$ cat src/pms_pkg.sv
// Constants and types shared by the power mode sequencer
package pms_pkg;
   // Operating modes of the sequencer
   typedef enum logic [3:0] {
      PMS_NO_POWER, PMS_LOAD, PMS_HOTPLUG, PMS_ENABLE, PMS_SEQ,
      PMS_RESET, PMS_PG_CHECK, PMS_NORMAL, PMS_SLEEP
   } pms_mode_t;
   // Why the sleep mode was entered
   typedef enum logic [1:0] {
      PMS_WHY_NONE, PMS_WHY_THERMAL, PMS_WHY_LOWSYS, PMS_WHY_OTHER
   } pms_why_t;
   // Monitored supplies: buck_one, buck_two, white_led_boost, five LDOs
   localparam int PMS_NSUP = 8;
   localparam int PMS_WLED_BIT = 2;
   // Number of monitored status parameters for the interrupt logic
   localparam int PMS_NSTAT = 12;
   // Steps in the supply sequence table
   localparam int PMS_NSTEP = 8;
   localparam int PMS_STEP_W = 3;
   // Delay field width of one step, in bits; the delay counts clocks
   localparam int PMS_DLY_W = 16;
   // Power-up defaults
   localparam logic [PMS_NSUP-1:0] PMS_PG_MASK_RST = 8'hFF;
   localparam logic [PMS_NSTAT-1:0] PMS_INT_MASK_RST = 12'h000;
   localparam logic [PMS_NSUP-1:0] PMS_SUP_EN_RST = 8'h00;
   localparam logic [PMS_NSUP-1:0] PMS_SUP_DEF_BUCKS = 8'h03;
   localparam logic [2:0] PMS_GPIO_DIR_RST = 3'h0;
   // Interrupt pulse setup: open-drain released, output enable high
   localparam logic PMS_OE_OFF = 1'b1;
endpackage : pms_pkg

$ cat src/pms_seq_steps.sv
// Supply turn-on stepper driven by the sequence table
`timescale 1ns/1ps
`default_nettype none
module pms_seq_steps
   import pms_pkg::*;
#(
   parameter int NSUP = PMS_NSUP,
   parameter int NSTEP = PMS_NSTEP
) (
   input wire logic mclk,
   input wire logic reset_n,
   input wire logic start,
   input wire logic abort,
   input wire logic [NSTEP*PMS_STEP_W-1:0] step_sup,
   input wire logic [NSTEP*PMS_DLY_W-1:0] step_dly,
   input wire logic [NSUP-1:0] sup_allowed,
   output logic [NSUP-1:0] sup_on,
   output logic done
);
   logic busy_q;
   logic [$clog2(NSTEP+1)-1:0] idx_q;
   logic [PMS_DLY_W-1:0] cnt_q;
   logic [NSUP-1:0] on_q;
   logic done_q;
   logic [PMS_STEP_W-1:0] cur_sup;
   logic [PMS_DLY_W-1:0] cur_dly;

   // Current step fields
   always_comb begin
      cur_sup = step_sup[idx_q[PMS_STEP_W-1:0]*PMS_STEP_W +: PMS_STEP_W];
      cur_dly = step_dly[idx_q[PMS_STEP_W-1:0]*PMS_DLY_W +: PMS_DLY_W];
   end

   // Walk the steps: wait the delay, then switch the step's supply on
   always_ff @(posedge mclk or negedge reset_n) begin
      if (!reset_n) begin
         busy_q <= 1'b0;
         idx_q <= '0;
         cnt_q <= '0;
         on_q <= '0;
         done_q <= 1'b0;
      end else if (abort) begin
         // Fault or sleep drops every supply at once
         busy_q <= 1'b0;
         on_q <= '0;
         done_q <= 1'b0;
      end else if (start && !busy_q) begin
         busy_q <= 1'b1;
         idx_q <= '0;
         cnt_q <= '0;
         on_q <= '0;
         done_q <= 1'b0;
      end else if (busy_q) begin
         done_q <= 1'b0;
         if (cnt_q >= cur_dly) begin
            // Supplies disabled by software are skipped, order kept
            if (sup_allowed[cur_sup]) begin
               on_q[cur_sup] <= 1'b1;
            end
            cnt_q <= '0;
            if (idx_q == ($clog2(NSTEP+1))'(NSTEP-1)) begin
               busy_q <= 1'b0;
               done_q <= 1'b1;
            end else begin
               idx_q <= idx_q + 1'b1;
            end
         end else begin
            cnt_q <= cnt_q + 1'b1;
         end
      end else begin
         done_q <= 1'b0;
      end
   end

   assign sup_on = on_q;
   assign done = done_q;
endmodule : pms_seq_steps
`default_nettype wire

$ cat src/pms_sequencer.sv
// Operating mode state machine of the power management device
`timescale 1ns/1ps
`default_nettype none
// Behaviour
// - supply fault low rail, boost overvoltage
// - unmasked power-good fault: sleep or restart
// - power-good comparators blanked during power-up
// - thermal fault enters sleep, fixed threshold
// - thermal sleep exits only after full power cycle
// - hardware reset pin low pulses host reset
// - software reset bit pulses host reset
// - writable interrupt and power-good masks
// - interrupt on any unmasked status change in normal mode
// - all inputs under lockout keeps everything off
// - load register defaults once rails active
// - enable power path, clear loaded flag, debounce
// - debounce timer blocks sleep while running
// - enable: host reset low, interrupt released
// - wait system voltage, then sequence supplies
// - turn supplies on per stored sequence
// - sequencing done starts reset timer
// - reset state holds host reset, I2C reset
// - timer expiry pulls interrupt low, check
// - check: fault goes sleep, else normal
// - normal-mode faults, resets and sleep request
module pms_sequencer
   import pms_pkg::*;
#(
   parameter int NSUP = PMS_NSUP,
   parameter int NSTAT = PMS_NSTAT,
   parameter int NSTEP = PMS_NSTEP
) (
   input wire logic mclk,
   input wire logic reset_n,
   // Undervoltage lockout comparators, one per input source
   input wire logic adapter_above_uvlo,
   input wire logic usb_above_uvlo,
   input wire logic battery_above_uvlo,
   // Internal rails are up
   input wire logic rails_active,
   // Low system comparator on system_voltage_sense
   input wire logic system_voltage_ok,
   // Junction temperature above fixed internal threshold
   input wire logic thermal_fault,
   // Per supply: below 90% of target, or boost over voltage
   input wire logic [NSUP-1:0] supply_fault_raw,
   // Expiry of insertion_debounce_timer and of reset timer
   input wire logic insertion_debounce_timer_done,
   input wire logic reset_timer_done,
   // Hardware reset pin, after its own deglitch
   input wire logic hw_reset_n_in,
   // Host register bits
   input wire logic soft_reset_req,
   input wire logic soft_sleep_req,
   input wire logic [NSUP-1:0] pg_mask_wr,
   input wire logic pg_mask_we,
   input wire logic [NSTAT-1:0] int_mask_wr,
   input wire logic int_mask_we,
   input wire logic [NSUP-1:0] supply_enable_wr,
   input wire logic supply_enable_we,
   // Other monitored status bits (charger, ADC, inputs)
   input wire logic [NSTAT-NSUP-3:0] other_status,
   // Sequence table from non-volatile storage
   input wire logic [NSTEP*PMS_STEP_W-1:0] nv_step_sup,
   input wire logic [NSTEP*PMS_DLY_W-1:0] nv_step_dly,
   // Outputs
   output logic host_reset_n_out,
   output logic int_n_out,
   output logic int_n_oe,
   output logic i2c_engine_reset,
   output logic defaults_loaded_n,
   output logic power_path_en,
   output logic insertion_debounce_start,
   output logic reset_timer_start,
   output logic pg_comparators_en,
   output logic [NSUP-1:0] supply_on,
   output logic [NSUP-1:0] pg_mask,
   output logic [NSTAT-1:0] int_mask,
   output logic [NSUP-1:0] supply_fault,
   output logic [2:0] gpio_dir,
   output logic adc_led_off,
   output pms_pkg::pms_mode_t mode
);
   // Two-stage synchronisers for asynchronous inputs
   localparam int NSYNC = 9 + NSUP;
   logic [NSYNC-1:0] sync1_q;
   logic [NSYNC-1:0] sync2_q;
   logic [NSYNC-1:0] raw_in;
   logic ac_s, usb_s, bat_s, rails_s, sys_s, therm_s, hw_rst_n_s;
   logic dbt_done_s, rst_done_s;
   logic [NSUP-1:0] sup_fault_s;

   pms_mode_t mode_q; // Current operating mode
   pms_why_t why_q; // Cause of the present sleep
   logic dbt_running_q; // Debounce timer still running
   logic hw_rst_seen_q; // Hardware reset pin went low
   logic [NSUP-1:0] pg_mask_q;
   logic [NSTAT-1:0] int_mask_q;
   logic [NSUP-1:0] sup_en_q; // Software supply enables
   logic loaded_n_q;
   logic int_n_q;
   logic int_oe_q;
   logic [NSTAT-1:0] stat_prev_q;
   logic [NSTAT-1:0] stat_now;
   logic any_power;
   logic pg_fault;
   logic seq_start, seq_abort, seq_done;
   logic stat_change;
   logic inputs_seen_off_q; // Input power removed during sleep
   logic [2:0] gpio_dir_q;

   // Synchronise every pin and analog comparator before use
   assign raw_in = {supply_fault_raw, hw_reset_n_in, reset_timer_done,
                    insertion_debounce_timer_done, thermal_fault,
                    system_voltage_ok, rails_active, battery_above_uvlo,
                    usb_above_uvlo, adapter_above_uvlo};
   always_ff @(posedge mclk or negedge reset_n) begin
      if (!reset_n) begin
         sync1_q <= '0;
         sync2_q <= '0;
      end else begin
         sync1_q <= raw_in;
         sync2_q <= sync1_q;
      end
   end
   assign ac_s = sync2_q[0];
   assign usb_s = sync2_q[1];
   assign bat_s = sync2_q[2];
   assign rails_s = sync2_q[3];
   assign sys_s = sync2_q[4];
   assign therm_s = sync2_q[5];
   assign dbt_done_s = sync2_q[6];
   assign rst_done_s = sync2_q[7];
   assign hw_rst_n_s = sync2_q[8];
   assign sup_fault_s = sync2_q[NSYNC-1:9];

   // Any source above lockout lets the device power up
   assign any_power = ac_s | usb_s | bat_s;

   // Fault only counts when comparators run and supply unmasked
   assign pg_fault = pg_comparators_en && |(sup_fault_s & ~pg_mask_q);

   // Supply stepper
   assign seq_start = (mode_q == PMS_SEQ) && !seq_done;
   assign seq_abort = (mode_q == PMS_NO_POWER) || (mode_q == PMS_SLEEP)
                      || (mode_q == PMS_ENABLE);
   pms_seq_steps #(
      .NSUP(NSUP),
      .NSTEP(NSTEP)
   ) u_steps (
      .mclk(mclk),
      .reset_n(reset_n),
      .start(seq_start),
      .abort(seq_abort),
      .step_sup(nv_step_sup),
      .step_dly(nv_step_dly),
      .sup_allowed(sup_en_q),
      .sup_on(supply_on),
      .done(seq_done)
   );

   // Main mode machine
   always_ff @(posedge mclk or negedge reset_n) begin
      if (!reset_n) begin
         mode_q <= PMS_NO_POWER;
         why_q <= PMS_WHY_NONE;
      end else if (!any_power) begin
         // Lockout wins from every mode
         mode_q <= PMS_NO_POWER;
         why_q <= PMS_WHY_NONE;
      end else begin
         unique case (mode_q)
            PMS_NO_POWER: begin
               mode_q <= PMS_LOAD;
            end
            PMS_LOAD: begin
               if (rails_s) begin
                  mode_q <= PMS_HOTPLUG;
               end
            end
            PMS_HOTPLUG: begin
               mode_q <= PMS_ENABLE;
            end
            PMS_ENABLE: begin
               if (sys_s) begin
                  mode_q <= PMS_SEQ;
               end
            end
            PMS_SEQ: begin
               if (seq_done) begin
                  mode_q <= PMS_RESET;
               end
            end
            PMS_RESET: begin
               if (rst_done_s) begin
                  mode_q <= PMS_PG_CHECK;
               end
            end
            PMS_PG_CHECK: begin
               // Comparators came on when this state began
               if (pg_fault && !dbt_running_q) begin
                  mode_q <= PMS_SLEEP;
                  why_q <= PMS_WHY_OTHER;
               end else if (!pg_fault) begin
                  mode_q <= PMS_NORMAL;
               end
            end
            PMS_NORMAL: begin
               // Thermal first: its sleep has the hardest exit
               if (therm_s && !dbt_running_q) begin
                  mode_q <= PMS_SLEEP;
                  why_q <= PMS_WHY_THERMAL;
               end else if (!sys_s && !dbt_running_q) begin
                  mode_q <= PMS_SLEEP;
                  why_q <= PMS_WHY_LOWSYS;
               end else if (pg_fault) begin
                  mode_q <= PMS_NO_POWER;
               end else if (soft_reset_req || hw_rst_seen_q) begin
                  mode_q <= PMS_RESET;
               end else if (soft_sleep_req && !dbt_running_q) begin
                  mode_q <= PMS_SLEEP;
                  why_q <= PMS_WHY_OTHER;
               end
            end
            PMS_SLEEP: begin
               // Thermal sleep leaves only through lockout
               if (why_q != PMS_WHY_THERMAL && inputs_seen_off_q
                   && (ac_s || usb_s)) begin
                  mode_q <= PMS_ENABLE;
                  why_q <= PMS_WHY_NONE;
               end
            end
            default: begin
               mode_q <= PMS_NO_POWER;
            end
         endcase
      end
   end

   // Track removal of input power while asleep
   always_ff @(posedge mclk or negedge reset_n) begin
      if (!reset_n) begin
         inputs_seen_off_q <= 1'b0;
      end else if (mode_q != PMS_SLEEP) begin
         inputs_seen_off_q <= 1'b0;
      end else if (!ac_s && !usb_s) begin
         inputs_seen_off_q <= 1'b1;
      end
   end

   // Debounce timer runs from hotplug until expiry
   always_ff @(posedge mclk or negedge reset_n) begin
      if (!reset_n) begin
         dbt_running_q <= 1'b0;
      end else if (mode_q == PMS_HOTPLUG) begin
         dbt_running_q <= 1'b1;
      end else if (dbt_done_s) begin
         dbt_running_q <= 1'b0;
      end
   end

   // Hardware reset: pin low in normal is latched, reset state follows next cycle
   always_ff @(posedge mclk or negedge reset_n) begin
      if (!reset_n) begin
         hw_rst_seen_q <= 1'b0;
      end else if (mode_q != PMS_NORMAL) begin
         hw_rst_seen_q <= 1'b0;
      end else if (!hw_rst_n_s) begin
         hw_rst_seen_q <= 1'b1;
      end
   end

   // Masks and software enables, defaults on load
   always_ff @(posedge mclk or negedge reset_n) begin
      if (!reset_n) begin
         pg_mask_q <= PMS_PG_MASK_RST;
         int_mask_q <= PMS_INT_MASK_RST;
         sup_en_q <= PMS_SUP_EN_RST;
         gpio_dir_q <= PMS_GPIO_DIR_RST;
      end else if (mode_q == PMS_LOAD) begin
         pg_mask_q <= PMS_PG_MASK_RST;
         int_mask_q <= PMS_INT_MASK_RST;
         sup_en_q <= ~PMS_SUP_EN_RST; // Buck one and two among them
         gpio_dir_q <= PMS_GPIO_DIR_RST;
      end else begin
         if (pg_mask_we) begin
            pg_mask_q <= pg_mask_wr;
         end
         if (int_mask_we) begin
            int_mask_q <= int_mask_wr;
         end
         if (supply_enable_we) begin
            // Buck one and two are forced on by default only at load
            sup_en_q <= supply_enable_wr;
         end
      end
   end

   // Defaults-loaded flag goes low once load completes
   always_ff @(posedge mclk or negedge reset_n) begin
      if (!reset_n) begin
         loaded_n_q <= 1'b1;
      end else if (mode_q == PMS_NO_POWER) begin
         loaded_n_q <= 1'b1;
      end else if (mode_q == PMS_LOAD && rails_s) begin
         loaded_n_q <= 1'b0;
      end
   end

   // Status change detector for the interrupt line
   assign stat_now = {other_status, therm_s, sys_s, sup_fault_s};
   assign stat_change = |((stat_now ^ stat_prev_q) & ~int_mask_q);
   always_ff @(posedge mclk or negedge reset_n) begin
      if (!reset_n) begin
         stat_prev_q <= '0;
      end else begin
         stat_prev_q <= stat_now;
      end
   end

   // Interrupt pin: released in enable, pulled at reset end
   // Stays low until the next enable or no power; host reads status to learn why
   always_ff @(posedge mclk or negedge reset_n) begin
      if (!reset_n) begin
         int_n_q <= 1'b1;
         int_oe_q <= PMS_OE_OFF;
      end else if (mode_q == PMS_ENABLE || mode_q == PMS_NO_POWER) begin
         int_n_q <= 1'b1;
         int_oe_q <= PMS_OE_OFF;
      end else if (mode_q == PMS_RESET && rst_done_s) begin
         int_n_q <= 1'b0;
         int_oe_q <= ~PMS_OE_OFF;
      end else if (mode_q == PMS_NORMAL && stat_change) begin
         int_n_q <= 1'b0;
         int_oe_q <= ~PMS_OE_OFF;
      end
   end

   // Host reset held low outside check and normal
   always_ff @(posedge mclk or negedge reset_n) begin
      if (!reset_n) begin
         host_reset_n_out <= 1'b0;
      end else if (mode_q == PMS_NORMAL && !hw_rst_n_s) begin
         host_reset_n_out <= 1'b0;
      end else begin
         host_reset_n_out <= (mode_q == PMS_PG_CHECK) ||
                             (mode_q == PMS_NORMAL);
      end
   end

   // Misc outputs
   assign mode = mode_q;
   assign i2c_engine_reset = ~host_reset_n_out;
   assign defaults_loaded_n = loaded_n_q;
   assign power_path_en = (mode_q != PMS_NO_POWER) &&
                          (mode_q != PMS_LOAD);
   assign insertion_debounce_start = (mode_q == PMS_HOTPLUG);
   assign reset_timer_start = (mode_q == PMS_SEQ) && seq_done;
   // Comparators off until check, blanking power-up
   assign pg_comparators_en = (mode_q == PMS_PG_CHECK) ||
                              (mode_q == PMS_NORMAL);
   assign pg_mask = pg_mask_q;
   assign int_mask = int_mask_q;
   assign supply_fault = sup_fault_s;
   assign int_n_out = int_n_q;
   assign int_n_oe = int_oe_q;
   assign gpio_dir = gpio_dir_q;
   assign adc_led_off = (mode_q != PMS_NORMAL);
endmodule : pms_sequencer
`default_nettype wire

$ cat config.mk
export PLATFORM = sky130hd
export DESIGN_NAME = pms_sequencer
export DESIGN_NICKNAME = d
export VERILOG_FILES = /design/src/pms_pkg.sv /design/src/pms_seq_steps.sv /design/src/pms_sequencer.sv
export SDC_FILE = /design/constraint.sdc
export NUM_CORES = 1
export LEC_CHECK = 0
export BUFFER_PORTS_ARGS = -buffer_cell sky130_fd_sc_hd__buf_4
export CAP_MARGIN = 30
export CORE_AREA = 2 2 107 150
export DETAILED_ROUTE_END_ITERATION = 10
export DIE_AREA = 0 0 109 152
export GPL_TIMING_DRIVEN = 0
export PLACE_DENSITY = 0.76
export SYNTH_ARGS = -nofsm -noshare
export SYNTH_HDL_FRONTEND = slang
export SYNTH_SLANG_ARGS = --single-unit
$ cat constraint.sdc
create_clock -name mclk -period 3.5 [get_ports mclk]
set_clock_uncertainty 0.1 [all_clocks]
set_input_delay 0.35 -clock mclk [delete_from_list [all_inputs] [get_ports mclk]]
set_output_delay 0.35 -clock mclk [all_outputs]
set_load 0.03 [all_outputs]
# == After elaboration in Yosys (flattened, before gate mapping) ==
# Cells that the tools add are included.
# word_totals
reg_bits,116
out_inout_bits,53
elab_cells,182
# classes
addsub,2
multipliers,1
order_cmp,3
eq_ne,27
n_shift,2
n_mux,67
bitwise_logic,10
reduce_logical,51
# ops
op,n
indexed part select 128 x 8 -> 16 bit,1
two-way mux 8 bit,9
two-way mux 4 bit,17
two-way mux 16 bit,3
one-hot mux 4 bit (9 select lines),1
two-way mux 1 bit,24
two-way mux 12 bit,2
indexed part select 24 x 6 -> 3 bit,1
equality test 4 x 3 -> 1 bit (second input constant),5
logical AND 1 bit,17
adder 16 x 1 -> 16 bit (second input constant),1
greater-or-equal comparator 16 bit,1
two-way mux 2 bit,8
nonzero test 2 bit,8
inequality test 5 bit (second input constant),3
AND 12 bit,1
inequality test 3 bit (second input constant),4
inverter 12 bit,1
nonzero test 3 bit,4
OR reduction 12 bit,1
XOR 12 bit,1
AND 8 bit,1
equality test 4 x 2 -> 1 bit (second input constant),2
inequality test 4 x 1 -> 1 bit (second input constant),2
29 further kinds,45

# == Logic depth before layout (Yosys ltp) ==
# depth
depth_word,12
ltp_mapped,14
mapped_depth_nobuf,9

# == Modules after synthesis ==
# From an unflattened synthesis, not the netlist that was laid out.
# hier_totals
cells_unflattened,560
hier_area_um2,6517.5
# modules_own_cells
module,instances,cells_per_inst,area_per_inst_um2,seq_area_each_um2
pms_sequencer,1,298,3542.1,2164.6
pms_seq_steps,1,262,2975.4,750.7

# == Worst setup path after synthesis ==
# No wires, ideal clock.
# synth_path
path_type,reg-to-reg
from,register u_steps.idx_q[0]
to,register u_steps.idx_q[1]
setup_ps,124
t_arrival_ps,3337
t_required_ps,3276
setup_slack_ps,-61
path_stages_with_launch,13
n_path_buf,4
period_less_slack_ps,3561
path_cell_list,dfrtp_1 -> clkbuf_1 -> buf_2 -> buf_2 -> mux4_2 -> mux2i_1 -> ha_1 -> nand4_1 -> or4_1 -> o221a_2 -> buf_6 -> o211a_1 -> a211o_1
# synth_via
elab_chain_cells,5
# synth_lines
item,line,rtl
from (decl),pms_seq_steps.sv:21,logic [$clog2(NSTEP+1)-1:0] idx_q;
from (signal assigned),pms_seq_steps.sv:65,idx_q <= idx_q + 1'b1;
branches (longest 5 deep; another with greater-or-equal comparator 16 bit),n/a,
# Parallel ways; which one is timed is not known. The select of a mux whose other input is x is not followed.
# A chain may end at the register's enable or synchronous reset.

# == Worst setup path in the final report ==
# Same ends and word-level chain as after synthesis.

==> key figures <==
Clock tree
  • CTS Buffer Depth: 2
  • Clock slew seen by the registers of the worst setup and hold paths: 60 ps
  • Worst skew pair latency: 410 ps
  • TritonCTS Buffers: 17
  • Root buf cell: clkbuf_16
  • H-tree lvl count: 4
  • CTS tree: yes
  • Clock sinks: 116

Route
  • First-pass DRT Iterations: 4
  • Via count: 5786
  • Routed wire length: 19000 um
  • Initial drt markers: 248
  • DRC: 0
  • Post-route ant nets: 0
  • Vias per std cell: 5.40
  • DR WL/cell: 17.8 um

Status
  • Status: completed

Critical path
  • Worst r2r src: u_steps.idx_q[0]
  • R2r endpoint: u_steps.idx_q[1]
  • Worst setup SP type: register
  • Critical Path End Type: register
  • CP Class: reg -> reg
  • WP data required: 3690 ps
  • Worst r2r path cells: 11
  • Crit-path max FO: 10
  • CP Data Arrival Time: 3570 ps
  • Worst reg-to-reg setup slack: 120 ps

Floorplan
  • Starting Density: 44.0%
  • Die width: 109 um
  • Die height: 152 um
  • Core area: 0.0153 mm^2
  • Row cnt: 54
  • I/O pin cnt: 259
  • Die footprint: 0.0166 mm^2

STA
  • Setup TNS: 0 ps
  • Fmax achieved: 296 MHz
  • Worst Tran Pin Value: 715 ps
  • Max-slew headroom: 52.4%
  • Period minus WS final: 3380 ps
  • Crit share post-route: 96.7%
  • Final setup fails: 0
  • Slew Limit Fails: 0
  • Final hold violations: 0

Cells and area
  • Fin area: 0.00986 mm^2
  • Filler cells: 1206
  • Nets@finish: 1086
  • Fraction of layout instances using a drive strength above 1: 46.4%
  • Area growth syn-to-layout: 46.1%

Hold path
  • Min-Delay Endpoint: sup_en_q[7]
  • Type of the worst min-delay path: in -> reg
  • Hold Path Stages: 3
  • Worst Hold Launch: supply_enable_wr[7]

Yosys
  • Asr flop ratio synth: 100%
  • EDFF count, synth: 0
  • Largest cells by area after synthesis: dfrtp_1 39%, mux4_2 13%, mux2i_1 7.1%, dfstp_2 3.9%, ha_1 3.3%
  • Share of the synthesized area in the top cell type: 39.3%
  • Yosys warns: 0
  • Mapped Area: 0.00675 mm^2
  • Post-synth top area cell: dfrtp_1
  • Mean Syn Cell Area: 11.9 um^2
  • List of most frequent post-synthesis cells: 106 x dfrtp_1, 48 x mux2i_1, 40 x nand2_1
  • Count leader, synth: dfrtp_1
  • Sequential area share after synthesis: 43.2%
  • Synthesized instance count: 567
  • Number of synthesized register bits: 116
  • Synth Flop Type: dfrtp_1
  • Distinct cells, synth: 79

Pwr
  • Pwr dens: 605 mW/mm^2
  • VDD IR max: 0.000453 V
  • Leakage: 4.75 nW
  • Tot Pwr: 5.96 mW

Global route
  • Tot GR Track Use: 23.9%
  • Initial antenna violation count: 1
  • Largest net degree at the start of global routing: 85
  • Grt total ovfl: 0
  • First-pass GRT wire length: 30900 um
  • Vias in the first global route: 6321

Place
  • DP Area: 0.00893 mm^2
  • Gpl congestion: 0.885
  • Placed wire-length estimate: 14900 um
  • # port buffers: 253

Run
  • Total of max-cap violations: 0
[final cells by class]
class / instances / area, um^2 / area share, %
multi-input combinational: 392 / 3510 / 35.6
buffer: 42 / 347 / 3.52
inverter: 17 / 63.8 / 0.647
timing repair buffer: 276 / 2150 / 21.8
tap: 196 / 245 / 2.49
sequential: 116 / 2920 / 29.6
antenna: 1 / 2.50 / 0.0254
clock inverter: 14 / 189 / 1.92
clock buffer: 18 / 439 / 4.45
[routing by layer]
metal / vias to the layer above / track usage, % / wire length [um]
met5: - / 0 / 0
li1: 2698 / - / -
met3: 36 / 4.63 / 1180
met2: 237 / 45.7 / 10900
met1: 2815 / 24.3 / 6400
met4: 0 / 10.3 / 597
[metrics by stage]
step | std cells | hold slack (ps) | setup WS (ps) | util, %
floorplan | 569 | -45.6 | 21.0 | -
global placement | 1018 | 232 | -566 | 58.1
detailed placement | 1019 | 156 | -563 | 58.3
CTS | 1070 | 45.3 | 9.32 | 64.0
global route | 1072 | 53.2 | -5.18 | 64.3
finish | 1072 | 66.1 | 117 | 64.3
[how the worst max path moves through the flow]
stage | startpoint | end | slack, ps
after floorplan | u_steps.idx_q[0] | u_steps.idx_q[1] | 20
after global placement | u_steps.idx_q[0] | u_steps.cnt_q[12] | -570
after detailed placement | u_steps.idx_q[1] | u_steps.cnt_q[10] | -560
after CTS | u_steps.idx_q[1] | u_steps.cnt_q[6] | 9
after global routing | u_steps.idx_q[0] | u_steps.cnt_q[6] | -5
final | u_steps.idx_q[0] | u_steps.idx_q[1] | 120
[where the power goes]
| part | total, mW | leakage [nW] | switching (mW) | internal [mW] |
|---|---|---|---|---|
| sequential | 1.87 | 1.40 | 0.237 | 1.64 |
| combinational | 2.27 | 3.04 | 1.29 | 0.980 |
| clock | 1.82 | 0.308 | 0.660 | 1.16 |
[kinds of logic after synthesis]
logic type	synth area share, %
AOI/OAI and AO/OA	11.0
DFF	43.2
adders and majority gates	3.34
muxes	20.8
xor gates and xnor gates	2.73
other	0.0556
buffers and inverters	5.25
and+or+nand+nor	13.7
[worst max-delay path: stages, from the launching register on]
cell     delay [ps]
dfrtp_2         440
buf_12          170
buf_12          160
mux4_2          500
mux2i_1         160
ha_1            170
nand4_1         160
or4_1           540
o221a_2         240
buf_6           150
o211a_1         210
a211o_1         230
[placed cells by master, fill, tap and decap left out, types with 6 or more instances in the layout]
cell type / synthesis / routed
mux2i_1: 48 / 48
nor3_1: 7 / 6
dfrtp_1: 106 / 104
clkbuf_16: 0 / 17
mux4_2: 38 / 38
buf_4: 15 / 272
xor2_1: 7 / 7
xnor2_1: 14 / 14
nor2_1: 34 / 34
buf_6: 4 / 7
nand4_1: 13 / 13
inv_1: 16 / 16
ha_1: 18 / 18
nand2b_1: 7 / 7
or3_1: 10 / 10
a21oi_1: 11 / 11
nand2_1: 40 / 39
clkbuf_1: 9 / 6
o21ai_0: 11 / 10
nor2b_1: 6 / 6
and3_1: 6 / 6
nand3_1: 16 / 16
o22ai_1: 9 / 9
dlygate4sd3_1: 0 / 20
dfstp_2: 10 / 10
[repair_timing]
action                                 4_1_cts  5_1_grt
setup endpoints to repair                   30       27
endpoints found under the hold margin       51        0
resized for setup                           18        9
hold buffers                                20        0
pin swaps                                    0        2
buffers inserted                             1        1
[registers in the layout (all words and copies together), names as in the netlist]
register	cells
sync1_q	17
sync2_q	17
u_steps.cnt_q	16
int_mask	12
stat_prev_q	12
pg_mask	8
sup_en_q	8
u_steps.sup_on	8
mode	4
u_steps.idx_q	4
why_q	2
dbt_running_q	1
defaults_loaded_n	1
host_reset_n_out	1
hw_rst_seen_q	1
inputs_seen_off_q	1
int_n_oe	1
u_steps.busy_q	1
u_steps.done	1
Power figures use the tool's default switching activity.
